===== src/common/lowpower_pkg.sv =====
// Shared constants of the always-on timer and power sequencer
// Assumes a 32-bit APB with byte addresses and a 250 MHz pclk
package lowpower_pkg;
	localparam int          APB_AW         = 12;
	localparam int          GPIO_N         = 17;
	localparam int          WAKE_GPIO_N    = 16;
	localparam int          WDOG_W         = 15;
	localparam int          SYNC_W         = 22;
	// Register byte offsets
	localparam logic [11:0] REG_CTRL       = 12'h000;
	localparam logic [11:0] REG_WDOG_KICK  = 12'h004;
	localparam logic [11:0] REG_CAL_DIV    = 12'h008;
	localparam logic [11:0] REG_SLEEP_CNT  = 12'h00c;
	localparam logic [11:0] REG_CMP_A      = 12'h010;
	localparam logic [11:0] REG_CMP_B      = 12'h014;
	localparam logic [11:0] REG_STATUS     = 12'h018;
	localparam logic [11:0] REG_WAKE_MASK  = 12'h01c;
	localparam logic [11:0] REG_POWER      = 12'h020;
	localparam logic [11:0] REG_WAKE_CAUSE = 12'h024;
	// Control fields
	localparam int          CTRL_WDOG_EN   = 0;
	localparam int          CTRL_CLK_SEL   = 1;
	localparam int          CTRL_DIV_LSB   = 2;
	localparam int          CTRL_SER_WAKE  = 6;
	// Status, wake cause and power fields
	localparam int          ST_CMP_A       = 0;
	localparam int          ST_CMP_B       = 1;
	localparam int          ST_WDOG_WARN   = 2;
	localparam int          ST_WDOG_RESET  = 3;
	localparam int          WK_CMP_A       = 0;
	localparam int          WK_EXT_IRQ     = 1;
	localparam int          WK_DEBUG       = 2;
	localparam int          WK_SERIAL      = 3;
	localparam int          WK_GPIO        = 4;
	localparam int          PWR_IDLE       = 0;
	localparam int          PWR_DEEP       = 1;
	// Reset values and timing
	localparam logic [7:0]  CAL_DIV_RST    = 8'h0a;
	localparam logic [3:0]  PRESCALE_MAX   = 4'ha;
	localparam int          RC_FREQ_HZ     = 10000;
	localparam int          WDOG_TIMEOUT_MS = 2000;
	localparam int          WDOG_WARN_MS   = 1750;
	localparam int          WDOG_TIMEOUT_TICKS = WDOG_TIMEOUT_MS * RC_FREQ_HZ / 1000;
	localparam int          WDOG_WARN_TICKS = WDOG_WARN_MS * RC_FREQ_HZ / 1000;
	localparam int          PCLK_PERIOD_NS = 4;
	localparam int          RST_PULSE_NS   = 64;
	localparam logic [4:0]  RST_PULSE_CYC  = 5'((RST_PULSE_NS + PCLK_PERIOD_NS - 1) / PCLK_PERIOD_NS);

	typedef enum logic [5:0] {
		PM_ACTIVE  = 6'b000001,
		PM_IDLE    = 6'b000010,
		PM_SAVE    = 6'b000100,
		PM_SLEEP   = 6'b001000,
		PM_REG_UP  = 6'b010000,
		PM_RESTORE = 6'b100000
	} pmode_t;
endpackage


===== src/design/tick_divider.sv =====
// Programmable divider of an enable pulse stream
// Assumes tick_in is a one-cycle pulse on pclk
`timescale 1ns/1ns
module tick_divider #(
	parameter int WIDTH = 8
) (
	input  wire logic             pclk,
	input  wire logic             presetn,
	input  wire logic             tick_in,
	input  wire logic [WIDTH-1:0] div,
	output logic                  tick_out
);
	logic [WIDTH-1:0] cnt_ff;
	logic [WIDTH-1:0] nxt_cnt;
	wire              last;

	if (WIDTH < 2) begin : g_bad_width
		$error("tick_divider needs WIDTH of at least 2");
	end

	// Zero acts as one so the output never stalls
	assign last    = tick_in && (({1'b0, cnt_ff} + 1'b1) >= {1'b0, div});
	assign nxt_cnt = last ? '0 : (tick_in ? cnt_ff + 1'b1 : cnt_ff);

	always_ff @(posedge pclk or negedge presetn) begin
		if (!presetn) begin
			cnt_ff   <= '0;
			tick_out <= 1'b0;
		end else begin
			cnt_ff   <= nxt_cnt;
			tick_out <= last;
		end
	end
endmodule


===== src/design/aon_timer_power.sv =====
// Always-on sleep timer, watchdog and power mode sequencer with APB slave
// Assumes pclk stays alive in deep sleep; oscillators and pins arrive asynchronous
`timescale 1ns/1ns
// Functional notes
// - RC clock divided to calibrated 1kHz tick
// - Watchdog on RC clock, reset disabled, software-enabled
// - Watchdog timeout about 2 s resets chip
// - Warning interrupt about 1.75 s after restart
// - 16-bit sleep counter in always-on logic
// - Two compare channels, each with interrupt
// - Only compare A requests wake
// - Select 0 calibrated clock, 1 crystal
// - Prescale 2^N, N above 10 acts as 10
// - Sleep counter wraps to zero
// - Active, idle and deep sleep modes
// - Deep sleep left on five wake sources
// - Serial receiver off until wake completes
// - Regulator off in deep sleep, on at wake
// - GPIO outputs frozen during deep sleep
// - Core domain loses state in deep sleep
// - CPU context saved and restored by hardware
// - Wake cause and later events recorded
// - Masked low 16 GPIO changes wake
// - Watchdog reset logged for software
module aon_timer_power #(
	parameter int unsigned WDOG_TIMEOUT_TICKS = lowpower_pkg::WDOG_TIMEOUT_TICKS,
	parameter int unsigned WDOG_WARN_TICKS    = lowpower_pkg::WDOG_WARN_TICKS
) (
	input  wire logic                                   pclk,
	input  wire logic                                   presetn,
	input  wire logic                                   psel,
	input  wire logic                                   penable,
	input  wire logic                                   pwrite,
	input  wire logic [lowpower_pkg::APB_AW-1:0]        paddr,
	input  wire logic [31:0]                            pwdata,
	output logic                                        pready,
	output logic [31:0]                                 prdata,
	output logic                                        pslverr,
	input  wire logic                                   rc_osc_in,
	input  wire logic                                   low_freq_osc_input,
	input  wire logic                                   ext_irq,
	input  wire logic                                   debug_serial_port,
	input  wire logic                                   serial_activity,
	input  wire logic                                   regulator_ready,
	input  wire logic [lowpower_pkg::GPIO_N-1:0]        gpio_in,
	input  wire logic [lowpower_pkg::GPIO_N-1:0]        gpio_out_core,
	input  wire logic                                   cpu_irq,
	input  wire logic                                   ctx_save_done,
	input  wire logic                                   ctx_restore_done,
	output logic [lowpower_pkg::GPIO_N-1:0]             gpio_out_pad,
	output logic                                        gpio_frozen,
	output logic                                        cmp_a_irq,
	output logic                                        cmp_b_irq,
	output logic                                        wdog_warn_irq,
	output logic                                        sleep_wake_req,
	output logic                                        chip_reset,
	output logic                                        cpu_halt,
	output logic                                        ctx_save_req,
	output logic                                        ctx_restore_req,
	output logic                                        core_reset_n,
	output logic                                        regulator_enable,
	output logic                                        regulator_output_pin,
	output logic                                        serial_rx_enable
);
	import lowpower_pkg::*;

	if (WDOG_WARN_TICKS == 0 || WDOG_WARN_TICKS >= WDOG_TIMEOUT_TICKS ||
	    WDOG_TIMEOUT_TICKS >= (1 << WDOG_W)) begin : g_bad_wdog
		$error("watchdog tick counts out of range");
	end

	localparam logic [WDOG_W-1:0] WARN_LAST = WDOG_W'(WDOG_WARN_TICKS - 1);
	localparam logic [WDOG_W-1:0] TO_LAST   = WDOG_W'(WDOG_TIMEOUT_TICKS - 1);

	function automatic logic [9:0] div_mask(input logic [3:0] n);
		logic [9:0] m;
		m = (n > PRESCALE_MAX) ? 10'h3ff : 10'((11'h001 << n) - 11'h001);
		return m;
	endfunction

	// Synchronisers: gpio[15:0], rc 16, lf 17, ext 18, dbg 19, serial 20, reg 21
	logic [SYNC_W-1:0]      sync1_ff;
	logic [SYNC_W-1:0]      sync2_ff;
	logic [17:0]            prev_ff;
	logic                   wdog_en_ff;
	logic                   clk_sel_ff;
	logic [3:0]             clk_div_ff;
	logic                   ser_wake_en_ff;
	logic [7:0]             cal_div_ff;
	logic [9:0]             pre_cnt_ff;
	logic [15:0]            sleep_cnt_ff;
	logic [15:0]            cmp_a_ff;
	logic [15:0]            cmp_b_ff;
	logic [WAKE_GPIO_N-1:0] wake_mask_ff;
	logic [WDOG_W-1:0]      wdog_cnt_ff;
	logic [4:0]             rst_cnt_ff;
	logic [3:0]             stat_ff;
	logic [4:0]             wake_cause_ff;
	pmode_t                 mode_ff;
	pmode_t                 nxt_mode;

	wire        rc_tick;
	wire        lf_tick;
	wire        cal_tick;
	wire        src_tick;
	wire        pre_tick;
	wire [9:0]  mask;
	wire [15:0] nxt_sleep_cnt;
	wire        cmp_a_evt;
	wire        cmp_b_evt;
	wire        wd_step;
	wire        warn_evt;
	wire        to_evt;
	wire        gpio_chg;
	wire        ser_wake;
	wire        wake_any;
	wire        in_wake;
	wire        nxt_freeze;
	wire        access;
	wire        setup_done;
	wire        wr_fire;
	wire        hit;
	wire [31:0] rd_data;
	wire [31:0] ctrl_rd;
	wire [3:0]  stat_set;
	wire [4:0]  wake_set;

	always_ff @(posedge pclk or negedge presetn) begin
		if (!presetn) begin
			sync1_ff <= '0;
			sync2_ff <= '0;
			prev_ff  <= '0;
		end else begin
			sync1_ff <= {regulator_ready, serial_activity, debug_serial_port, ext_irq,
			             low_freq_osc_input, rc_osc_in, gpio_in[WAKE_GPIO_N-1:0]};
			sync2_ff <= sync1_ff;
			prev_ff  <= sync2_ff[17:0];
		end
	end

	assign rc_tick  = sync2_ff[16] & ~prev_ff[16];
	assign lf_tick  = sync2_ff[17] & ~prev_ff[17];
	assign gpio_chg = |((sync2_ff[15:0] ^ prev_ff[15:0]) & wake_mask_ff);
	assign ser_wake = sync2_ff[20] & ser_wake_en_ff;

	tick_divider #(
		.WIDTH    (8)
	) u_cal_div (
		.pclk     (pclk),
		.presetn  (presetn),
		.tick_in  (rc_tick),
		.div      (cal_div_ff),
		.tick_out (cal_tick)
	);

	// Sleep timer path
	assign src_tick      = clk_sel_ff ? lf_tick : cal_tick;
	assign mask          = div_mask(clk_div_ff);
	assign pre_tick      = src_tick && ((pre_cnt_ff & mask) == mask);
	assign nxt_sleep_cnt = sleep_cnt_ff + 16'h0001;
	assign cmp_a_evt     = pre_tick && (nxt_sleep_cnt == cmp_a_ff);
	assign cmp_b_evt     = pre_tick && (nxt_sleep_cnt == cmp_b_ff);

	// Watchdog path
	assign wd_step  = wdog_en_ff && rc_tick;
	assign warn_evt = wd_step && (wdog_cnt_ff == WARN_LAST);
	assign to_evt   = wd_step && (wdog_cnt_ff == TO_LAST);

	// APB: access lasts two cycles, the write lands with pready
	assign access     = psel && penable;
	assign setup_done = access && !pready;
	assign wr_fire    = access && pwrite && pready;
	assign hit = (paddr == REG_CTRL) || (paddr == REG_WDOG_KICK) || (paddr == REG_CAL_DIV) ||
	             (paddr == REG_SLEEP_CNT) || (paddr == REG_CMP_A) || (paddr == REG_CMP_B) ||
	             (paddr == REG_STATUS) || (paddr == REG_WAKE_MASK) || (paddr == REG_POWER) ||
	             (paddr == REG_WAKE_CAUSE);

	assign ctrl_rd[CTRL_WDOG_EN]                   = wdog_en_ff;
	assign ctrl_rd[CTRL_CLK_SEL]                   = clk_sel_ff;
	assign ctrl_rd[CTRL_DIV_LSB+3:CTRL_DIV_LSB]    = clk_div_ff;
	assign ctrl_rd[CTRL_SER_WAKE]                  = ser_wake_en_ff;
	assign ctrl_rd[31:CTRL_SER_WAKE+1]             = '0;

	assign rd_data = (paddr == REG_CTRL)       ? ctrl_rd :
	                 (paddr == REG_CAL_DIV)    ? {24'h000000, cal_div_ff} :
	                 (paddr == REG_SLEEP_CNT)  ? {16'h0000, sleep_cnt_ff} :
	                 (paddr == REG_CMP_A)      ? {16'h0000, cmp_a_ff} :
	                 (paddr == REG_CMP_B)      ? {16'h0000, cmp_b_ff} :
	                 (paddr == REG_STATUS)     ? {28'h0000000, stat_ff} :
	                 (paddr == REG_WAKE_MASK)  ? {16'h0000, wake_mask_ff} :
	                 (paddr == REG_POWER)      ? {26'h0000000, mode_ff} :
	                 (paddr == REG_WAKE_CAUSE) ? {27'h0000000, wake_cause_ff} : 32'h00000000;

	always_ff @(posedge pclk or negedge presetn) begin
		if (!presetn) begin
			pready  <= 1'b0;
			prdata  <= 32'h00000000;
			pslverr <= 1'b0;
		end else begin
			pready  <= setup_done;
			prdata  <= setup_done ? rd_data : 32'h00000000;
			pslverr <= setup_done && !hit;
		end
	end

	// Software registers
	always_ff @(posedge pclk or negedge presetn) begin
		if (!presetn) begin
			wdog_en_ff     <= 1'b0;
			clk_sel_ff     <= 1'b0;
			clk_div_ff     <= 4'h0;
			ser_wake_en_ff <= 1'b0;
			cal_div_ff     <= CAL_DIV_RST;
			cmp_a_ff       <= 16'h0000;
			cmp_b_ff       <= 16'h0000;
			wake_mask_ff   <= '0;
		end else begin
			if (wr_fire && paddr == REG_CTRL) begin
				wdog_en_ff     <= pwdata[CTRL_WDOG_EN];
				clk_sel_ff     <= pwdata[CTRL_CLK_SEL];
				clk_div_ff     <= pwdata[CTRL_DIV_LSB+3:CTRL_DIV_LSB];
				ser_wake_en_ff <= pwdata[CTRL_SER_WAKE];
			end else if (to_evt) begin
				wdog_en_ff <= 1'b0;
			end
			if (wr_fire && paddr == REG_CAL_DIV) begin
				cal_div_ff <= pwdata[7:0];
			end
			if (wr_fire && paddr == REG_CMP_A) begin
				cmp_a_ff <= pwdata[15:0];
			end
			if (wr_fire && paddr == REG_CMP_B) begin
				cmp_b_ff <= pwdata[15:0];
			end
			if (wr_fire && paddr == REG_WAKE_MASK) begin
				wake_mask_ff <= pwdata[WAKE_GPIO_N-1:0];
			end
		end
	end

	// Timers keep running whatever the power mode
	always_ff @(posedge pclk or negedge presetn) begin
		if (!presetn) begin
			pre_cnt_ff   <= 10'h000;
			sleep_cnt_ff <= 16'h0000;
			wdog_cnt_ff  <= '0;
			rst_cnt_ff   <= 5'h00;
			chip_reset   <= 1'b0;
		end else begin
			if (src_tick) begin
				pre_cnt_ff <= pre_cnt_ff + 10'h001;
			end
			if (pre_tick) begin
				sleep_cnt_ff <= nxt_sleep_cnt;
			end
			if ((wr_fire && paddr == REG_WDOG_KICK) || to_evt) begin
				wdog_cnt_ff <= '0;
			end else if (wd_step) begin
				wdog_cnt_ff <= wdog_cnt_ff + 1'b1;
			end
			rst_cnt_ff <= to_evt ? RST_PULSE_CYC : (rst_cnt_ff != 5'h00 ? rst_cnt_ff - 5'h01 : 5'h00);
			chip_reset <= to_evt || (rst_cnt_ff > 5'h01);
		end
	end

	// Sticky flags: a new event beats a same-cycle clear
	assign stat_set[ST_CMP_A]      = cmp_a_evt;
	assign stat_set[ST_CMP_B]      = cmp_b_evt;
	assign stat_set[ST_WDOG_WARN]  = warn_evt;
	assign stat_set[ST_WDOG_RESET] = to_evt;

	assign wake_set[WK_CMP_A]   = cmp_a_evt;
	assign wake_set[WK_EXT_IRQ] = sync2_ff[18];
	assign wake_set[WK_DEBUG]   = sync2_ff[19];
	assign wake_set[WK_SERIAL]  = ser_wake;
	assign wake_set[WK_GPIO]    = gpio_chg;

	assign wake_any = |wake_set;
	assign in_wake  = (mode_ff == PM_SLEEP) || (mode_ff == PM_REG_UP) || (mode_ff == PM_RESTORE);

	always_ff @(posedge pclk or negedge presetn) begin
		if (!presetn) begin
			stat_ff        <= 4'h0;
			wake_cause_ff  <= 5'h00;
			sleep_wake_req <= 1'b0;
		end else begin
			stat_ff <= (stat_ff & ~((wr_fire && paddr == REG_STATUS) ? pwdata[3:0] : 4'h0)) | stat_set;
			wake_cause_ff <= (wake_cause_ff & ~((wr_fire && paddr == REG_WAKE_CAUSE) ? pwdata[4:0] : 5'h00))
			                 | (in_wake ? wake_set : 5'h00);
			sleep_wake_req <= cmp_a_evt;
		end
	end

	assign cmp_a_irq     = stat_ff[ST_CMP_A];
	assign cmp_b_irq     = stat_ff[ST_CMP_B];
	assign wdog_warn_irq = stat_ff[ST_WDOG_WARN];

	// Power mode sequencer
	always_comb begin
		nxt_mode = mode_ff;
		case (mode_ff)
			PM_ACTIVE: begin
				if (wr_fire && paddr == REG_POWER && pwdata[PWR_DEEP]) begin
					nxt_mode = PM_SAVE;
				end else if (wr_fire && paddr == REG_POWER && pwdata[PWR_IDLE]) begin
					nxt_mode = PM_IDLE;
				end
			end
			PM_IDLE: begin
				if (cpu_irq || sync2_ff[19] || (|stat_ff[2:0])) begin
					nxt_mode = PM_ACTIVE;
				end
			end
			PM_SAVE: begin
				if (ctx_save_done) begin
					nxt_mode = PM_SLEEP;
				end
			end
			PM_SLEEP: begin
				if (wake_any) begin
					nxt_mode = PM_REG_UP;
				end
			end
			PM_REG_UP: begin
				if (sync2_ff[21]) begin
					nxt_mode = PM_RESTORE;
				end
			end
			PM_RESTORE: begin
				if (ctx_restore_done) begin
					nxt_mode = PM_ACTIVE;
				end
			end
			default: begin
				nxt_mode = PM_ACTIVE;
			end
		endcase
	end

	assign nxt_freeze = (nxt_mode != PM_ACTIVE) && (nxt_mode != PM_IDLE);

	always_ff @(posedge pclk or negedge presetn) begin
		if (!presetn) begin
			mode_ff              <= PM_ACTIVE;
			cpu_halt             <= 1'b0;
			ctx_save_req         <= 1'b0;
			ctx_restore_req      <= 1'b0;
			core_reset_n         <= 1'b1;
			regulator_enable     <= 1'b1;
			regulator_output_pin <= 1'b1;
			gpio_frozen          <= 1'b0;
			gpio_out_pad         <= '0;
			serial_rx_enable     <= 1'b1;
		end else begin
			mode_ff              <= nxt_mode;
			cpu_halt             <= nxt_mode != PM_ACTIVE;
			ctx_save_req         <= nxt_mode == PM_SAVE;
			ctx_restore_req      <= nxt_mode == PM_RESTORE;
			core_reset_n         <= (nxt_mode != PM_SLEEP) && (nxt_mode != PM_REG_UP);
			regulator_enable     <= nxt_mode != PM_SLEEP;
			regulator_output_pin <= nxt_mode != PM_SLEEP;
			gpio_frozen          <= nxt_freeze;
			if (!nxt_freeze) begin
				gpio_out_pad <= gpio_out_core;
			end
			serial_rx_enable     <= !nxt_freeze;
		end
	end
endmodule


===== config.mk =====
export PLATFORM = sky130hd
export DESIGN_NAME = aon_timer_power
export DESIGN_NICKNAME = d
export VERILOG_FILES = /design/src/common/lowpower_pkg.sv /design/src/design/tick_divider.sv /design/src/design/aon_timer_power.sv
export SDC_FILE = /design/constraint.sdc
export NUM_CORES = 1
export LEC_CHECK = 0
export BUFFER_PORTS_ARGS = -buffer_cell sky130_fd_sc_hd__buf_2
export CAP_MARGIN = 20
export CORE_MARGIN = 2
export CORE_UTILIZATION = 50
export CTS_CLUSTER_DIAMETER = 50
export DETAILED_ROUTE_END_ITERATION = 6
export HOLD_SLACK_MARGIN = 0.03
export PLACE_DENSITY = 0.7
export SLEW_MARGIN = 15
export SYNTH_ARGS = -nofsm -noshare
export SYNTH_HDL_FRONTEND = slang
export SYNTH_SLANG_ARGS = --single-unit

===== constraint.sdc =====
create_clock -name pclk -period 4.55 [get_ports pclk]
set_input_delay 0.455 -clock pclk [delete_from_list [all_inputs] [get_ports pclk]]
set_output_delay 0.455 -clock pclk [all_outputs]
set_load 0.01 [all_outputs]

* Yosys cells after proc, flatten, opt, wreduce, memory -nomap -nowiden *
Index checks and enable logic that the tools add are counted.

word-level totals
  input port bits = 92
  flip-flop bits (word level) = 239
  output and inout bits = 64
  logic and storage cells = 166

operators by class
  multiplexer cells = 31
  $lt $le $gt $ge = 3
  bitwise gates (word level) = 14
  eq/ne operators = 26
  reduce and logical (&&, ||, !) cells = 51
  add/sub/neg operators = 7
  shift-type cells = 1

operators with widths
  cell                     count
  $mux W16                 8
  $eq A12 B5 Y1 const B    4
  $mux W6                  8
  $pmux W6 S6              1
  $eq A16 B16 Y1           2
  $eq A15 B15 Y1 const B   2
  $mux W15                 2
  $logic_and A1 B1 Y1      25
  $mux W5                  5
  $eq A12 B4 Y1 const B    2
  $eq A12 B6 Y1 const B    2
  $reduce_or A20 Y1        1
  $add A16 B1 Y16 const B  1
  $and A16 B16 Y16         1
  $mux W8                  2
  $reduce_or A16 Y1        1
  $xor A16 B16 Y16         1
  $add A15 B1 Y15 const B  1
  $logic_or A1 B1 Y1       15
  $eq A12 B3 Y1 const B    1
  $eq A6 B3 Y1 const B     2
  $eq A6 B6 Y1 const B     2
  $logic_not A12 Y1        1
  $add A10 B1 Y10 const B  1
  33 further kinds         42

* Longest topological paths before layout *
  word-level depth = 13
  mapped depth = 13
  depth with buffers taken out = 11

* By module *
From an unflattened synthesis, not the netlist that was laid out.

unflattened totals
  cells, all modules = 1,012
  area, all modules = 11,662.4 sq um

by module, submodules not included
  module           cells each  sequential area each (sq um)  area an instance (sq um)  times used
  aon_timer_power  922         5,763.0                       10,844.2                  1
  tick_divider     90          225.2                         818.3                     1

* Worst setup path before layout *
No wires, ideal clock.

  path kind = flip-flop to flip-flop
  from = register clk_div_ff[3]
  to = register mode_ff[3]
  arrival time = 2,811 ps
  slack = 1,615 ps
  stages on the path, launching flop included = 14
  required time = 4,426 ps
  cell sequence = dfrtp_1 -> buf_4 -> nor2_1 -> nand3b_1 -> ha_1 -> or3b_1 -> a31oi_1 -> o32ai_1 -> or4_1 -> buf_2 -> nand4b_1 -> a2111o_1 -> nand3_1 -> a21oi_1

between the ends
  longest elaborated chain between the ends = 10
  elaborated cells on any way between the ends = 11
  classes of those cells = 1 x add/sub; 1 x order compare; 1 x eq/ne; 1 x shift; 3 x mux; 1 x bitwise; 3 x reduce/logical

ends and longest elaborated chain
  element                  line                    RTL
  start, declared          aon_timer_power.sv:87   logic [3:0] clk_div_ff;
  start signal, assigned   aon_timer_power.sv:221  clk_div_ff <= pwdata[CTRL_DIV_LSB+3:CTRL_DIV_LSB];
  $shl A1 B4 Y10           aon_timer_power.sv:77   m = (n > PRESCALE_MAX) ? 10'h3ff : 10'((11'h001 << n) - 11'h001);
  $sub A10 B1 Y10          aon_timer_power.sv:77
  $mux W10 (*)             aon_timer_power.sv:77
  $and A10 B10 Y10         aon_timer_power.sv:159  assign pre_tick = src_tick && ((pre_cnt_ff & mask) == mask);
  $eq A10 B10 Y1 (*)       aon_timer_power.sv:159
  $logic_and A1 B1 Y1 (*)  aon_timer_power.sv:159
  $logic_and A1 B1 Y1 (*)  aon_timer_power.sv:161  assign cmp_a_evt = pre_tick && (nxt_sleep_cnt == cmp_a_ff);
  $reduce_or A20 Y1 (*)    aon_timer_power.sv:278  assign wake_any = |wake_set;
  $mux W6 (*)              aon_timer_power.sv:320  if (wake_any) begin
  $pmux W6 S6 (*)          aon_timer_power.sv:301  case (mode_ff)
  via nxt_mode[3]          aon_timer_power.sv:100  pmode_t nxt_mode;
  end signal, assigned     aon_timer_power.sv:355  mode_ff <= nxt_mode;
  end, declared            aon_timer_power.sv:99   pmode_t mode_ff;

The timed path passes the listed nets; every way through them passes the cells marked *.
A chain may end at the register's enable or synchronous reset.

* Worst setup path after layout *
  from = register clk_div_ff[2]
  to = register mode_ff[3]

Same word-level chain as after synthesis.

==> impl_metrics.yaml <==
worst_setup_path:
  worst_setup_path_start_kind: "flip-flop"
  endpoint_kind: "flip-flop"
  crit_start: "clk_div_ff[2]"
  reg2reg_setup_slack_ns: 1.09
  endpoint: "mode_ff[3]"
  arrival_ns: 3.88
  critical_path.max_fanout: 17
  r2r_end: "mode_ff[3]"
  worstRegToRegCells: 12
  crit_type: "reg2reg"
  cp.required_ns: 4.97
  rr_startpoint: "clk_div_ff[2]"
clock_tree:
  clock-sinks: 239
  cts_resized: 0
  cts_max_level: 1
  cts-root-buf: "clkbuf_16"
  clockBufferDepth: 3
  clkTransAtPathRegs_ns: 0.06
  cts_made_buffers: 30
  cts_tree: "done"
  clk_latency_ns: 0.55
timing:
  fin_ws_ns: 1.09
  tns_ns: 0
  skew_ns: 0.0166
  worst_slew_pin_slew_ns: 1.03
  slew_violations: 0
  setup_viol: 0
  rsz0062_at_grt: "false"
  period_share: 0.759
  holdWs_ns: -0.0174
  slew_headroom: 0.311
  fmax_ghz: 0.289
  fin_crit_ns: 3.46
  hold_violations: 8
detailed_routing:
  drc: 0
  wire_per_inst_um: 17.5
  dr.pass1.iters: 5
  drt_wl_total_um: 25700
  vias_per_cell: 5.58
  dr_total_vias: 8177
  drt_iter0_drc: 628
  antenna_left: 0
final_layout:
  utilization: 0.593
  final_nets: 1262
  layout-area-overhead-vs-synth_pct: 17.4
  drive_gt1_frac: 0.248
  final_common_cell: "dfrtp_1"
  final_cell_mix: "dfrtp_1 (233), buf_2 (121), nand2_1 (84)"
  nFillCells: 1854
grt:
  track_usage: 0.219
  grt_pass1_vias: 7985
  grt_max_degree: 134
  grt_pass1_wl_um: 42100
  antenna_found_initial: 2
  gr-total-overflow: 0
run:
  maxCapViolations: 0
die:
  die_y_um: 155
  core.rowCount: 55
  initial_core_util: 0.505
  ios: 156
  die_w_um: 155
  coreArea_um2: 22400
  die_area_um2: 23900
power:
  irDropWorstVdd_mv: 0.304
  power.density_nw_per_um2: 365
  clockPowerShare: 0.471
  p_sw_frac: 0.238
  power_switching_w: 0.00116
  p_seq_frac: 0.467
  p_int_w: 0.00371
  cellLeakagePower_nw: 6.21
  p_comb_frac: 0.062
synth:
  synth_seq_cells: 239
  synth_edf_count: 0
  ys_async_sr_fraction: 1.00
  ys_top_cells_by_area: "dfrtp_1 (51%), mux2_2 (7.5%), xor2_1 (3.7%)"
  yosys.area.top_type: "dfrtp_1"
  yosys_warnings: 0
  syn_inst: 1021
  syn_area_per_cell_um2: 11.1
  synth_ff_type: "dfrtp_1"
  synth_top_area_frac: 0.514
  synth.cell_area_um2: 11300
  yosysSeqAreaShare: 0.528
  synth_cell_types: 79
min_path:
  hold_class: "in2async"
outcome:
  outcome: "complete, but fails checks"
  failed_checks: "hold timing"
placed_design:
  dp_hpwl_um: 18200
  io_buffers: 122
  gp_congestion: 0.863
  pre_cts_ws_ns: 1.14
==> synth_stat cells (5+ instances only) <==
master	instances
and3_1	10
nand2_1	84
nor2b_1	9
inv_1	22
nand3_1	26
clkbuf_1	30
nand2b_1	13
a22oi_1	20
xnor2_1	46
a21o_1	5
nand3b_1	9
nor2_1	76
buf_2	18
a211oi_1	9
buf_4	19
dfstp_2	6
a221oi_1	11
o22ai_1	12
xor2_1	48
o211ai_1	5
o21ai_0	35
a21oi_1	26
dfrtp_1	233
mux2_2	75
or3_1	10
nor3_1	30
nor4_1	8
mux2_4	8
o221ai_1	6
nand4_1	12
ha_1	15
==> repair_timing <==
action | CTS | global route
endpoints found under the hold margin | 22 | 0
hold buffers | 22 | 0
buffers inserted | 0 | 0
==> power by group through the flow <==
stage	Sequential, W	Combinational (W)	Clock [W]
6_report	0.00227	0.000303	0.00229
5_1_grt	0.00228	0.000344	0.00244
4_1_cts	0.00227	0.000307	0.00233
3_5_place_dp	0.00231	0.000291	0
3_3_place_gp	0.00230	0.000282	0
2_1_floorplan	0.00230	0.000169	0
==> sequential cells by signal (all words and copies together) (netlist names), 6 cells and up <==
register and cells:
cmp_b_ff 16, sleep_cnt_ff 16, cmp_a_ff 16, cal_div_ff 8, sync1_ff 22, prev_ff 18, wdog_cnt_ff 15, u_cal_div.cnt_ff 8
mode_ff 6, pre_cnt_ff 10, gpio_out_pad 17, wake_mask_ff 16, prdata 16, sync2_ff 22
==> metal layers <==
metal  GRT usage  vias up  share of wire
met2       0.348      227           0.48
met1       0.313     4042           0.45
met5           0        -        0.00051
li1            -     3862              -
met3      0.0336       44          0.048
met4      0.0648        2          0.023
==> layout make-up <==
class | count | area, um^2 | area share
flip-flops and latches | 239 | 5990 | 0.450
multi-input cells | 704 | 4950 | 0.372
repair buffers | 156 | 943 | 0.0709
clock buffers | 42 | 846 | 0.0635
well taps | 285 | 357 | 0.0268
clock inverters | 14 | 138 | 0.0103
inverters | 24 | 90.1 | 0.00677
diodes | 1 | 2.50 | 0.000188
==> cells by family (layout without fill, tap and decap cells) <==
group | after synthesis | count (layout) | share of synthesized area
compound gates | 167 | 167 | 0.101
xor+xnor | 97 | 97 | 0.0787
fa+ha+maj | 15 | 15 | 0.0166
buf+inv | 93 | 236 | 0.0407
flops | 239 | 239 | 0.528
mux | 84 | 84 | 0.0860
other cells | 1 | 17 | 0.000331
simple gates | 325 | 325 | 0.148
==> critical path: stages (launching register included) <==
cell,delay [ns]
dfrtp_1,0.51
nor2_1,0.28
nand3b_1,0.11
ha_1,0.27
or3b_1,0.37
a31oi_1,0.18
o32ai_1,0.09
or4_1,0.42
buf_4,0.22
nand4b_1,0.18
a2111o_1,0.46
nand3_1,0.15
a21oi_1,0.07
==> stage by stage <==
stage / cells / hold slack (ns) / cell area (um^2) / power [W]
after global routing: 1465 / 0.0828 / 13300 / 0.00506
after CTS: 1463 / 0.0585 / 13300 / 0.00491
final: 1465 / -0.0174 / 13300 / 0.00486
after floorplan: 1036 / 0.159 / 11400 / 0.00247
after global placement: 1385 / 0.333 / 12100 / 0.00259
after detailed placement: 1385 / 0.335 / 12100 / 0.00260
==> worst min path at each step <==
stage                       from             to  slack (ns)  cells past startpoint
floorplan                presetn  cal_div_ff[0]        0.16                      0
global placement    sync1_ff[20]   sync2_ff[20]        0.33                      0
detailed placement  sync1_ff[21]   sync2_ff[21]        0.33                      0
CTS                      presetn   sync2_ff[14]        0.06                      1
global route             presetn   sync2_ff[14]        0.08                      1
finish                   presetn   sync2_ff[14]       -0.02                      1
Note: power is estimated with default switching activity, not from simulation.
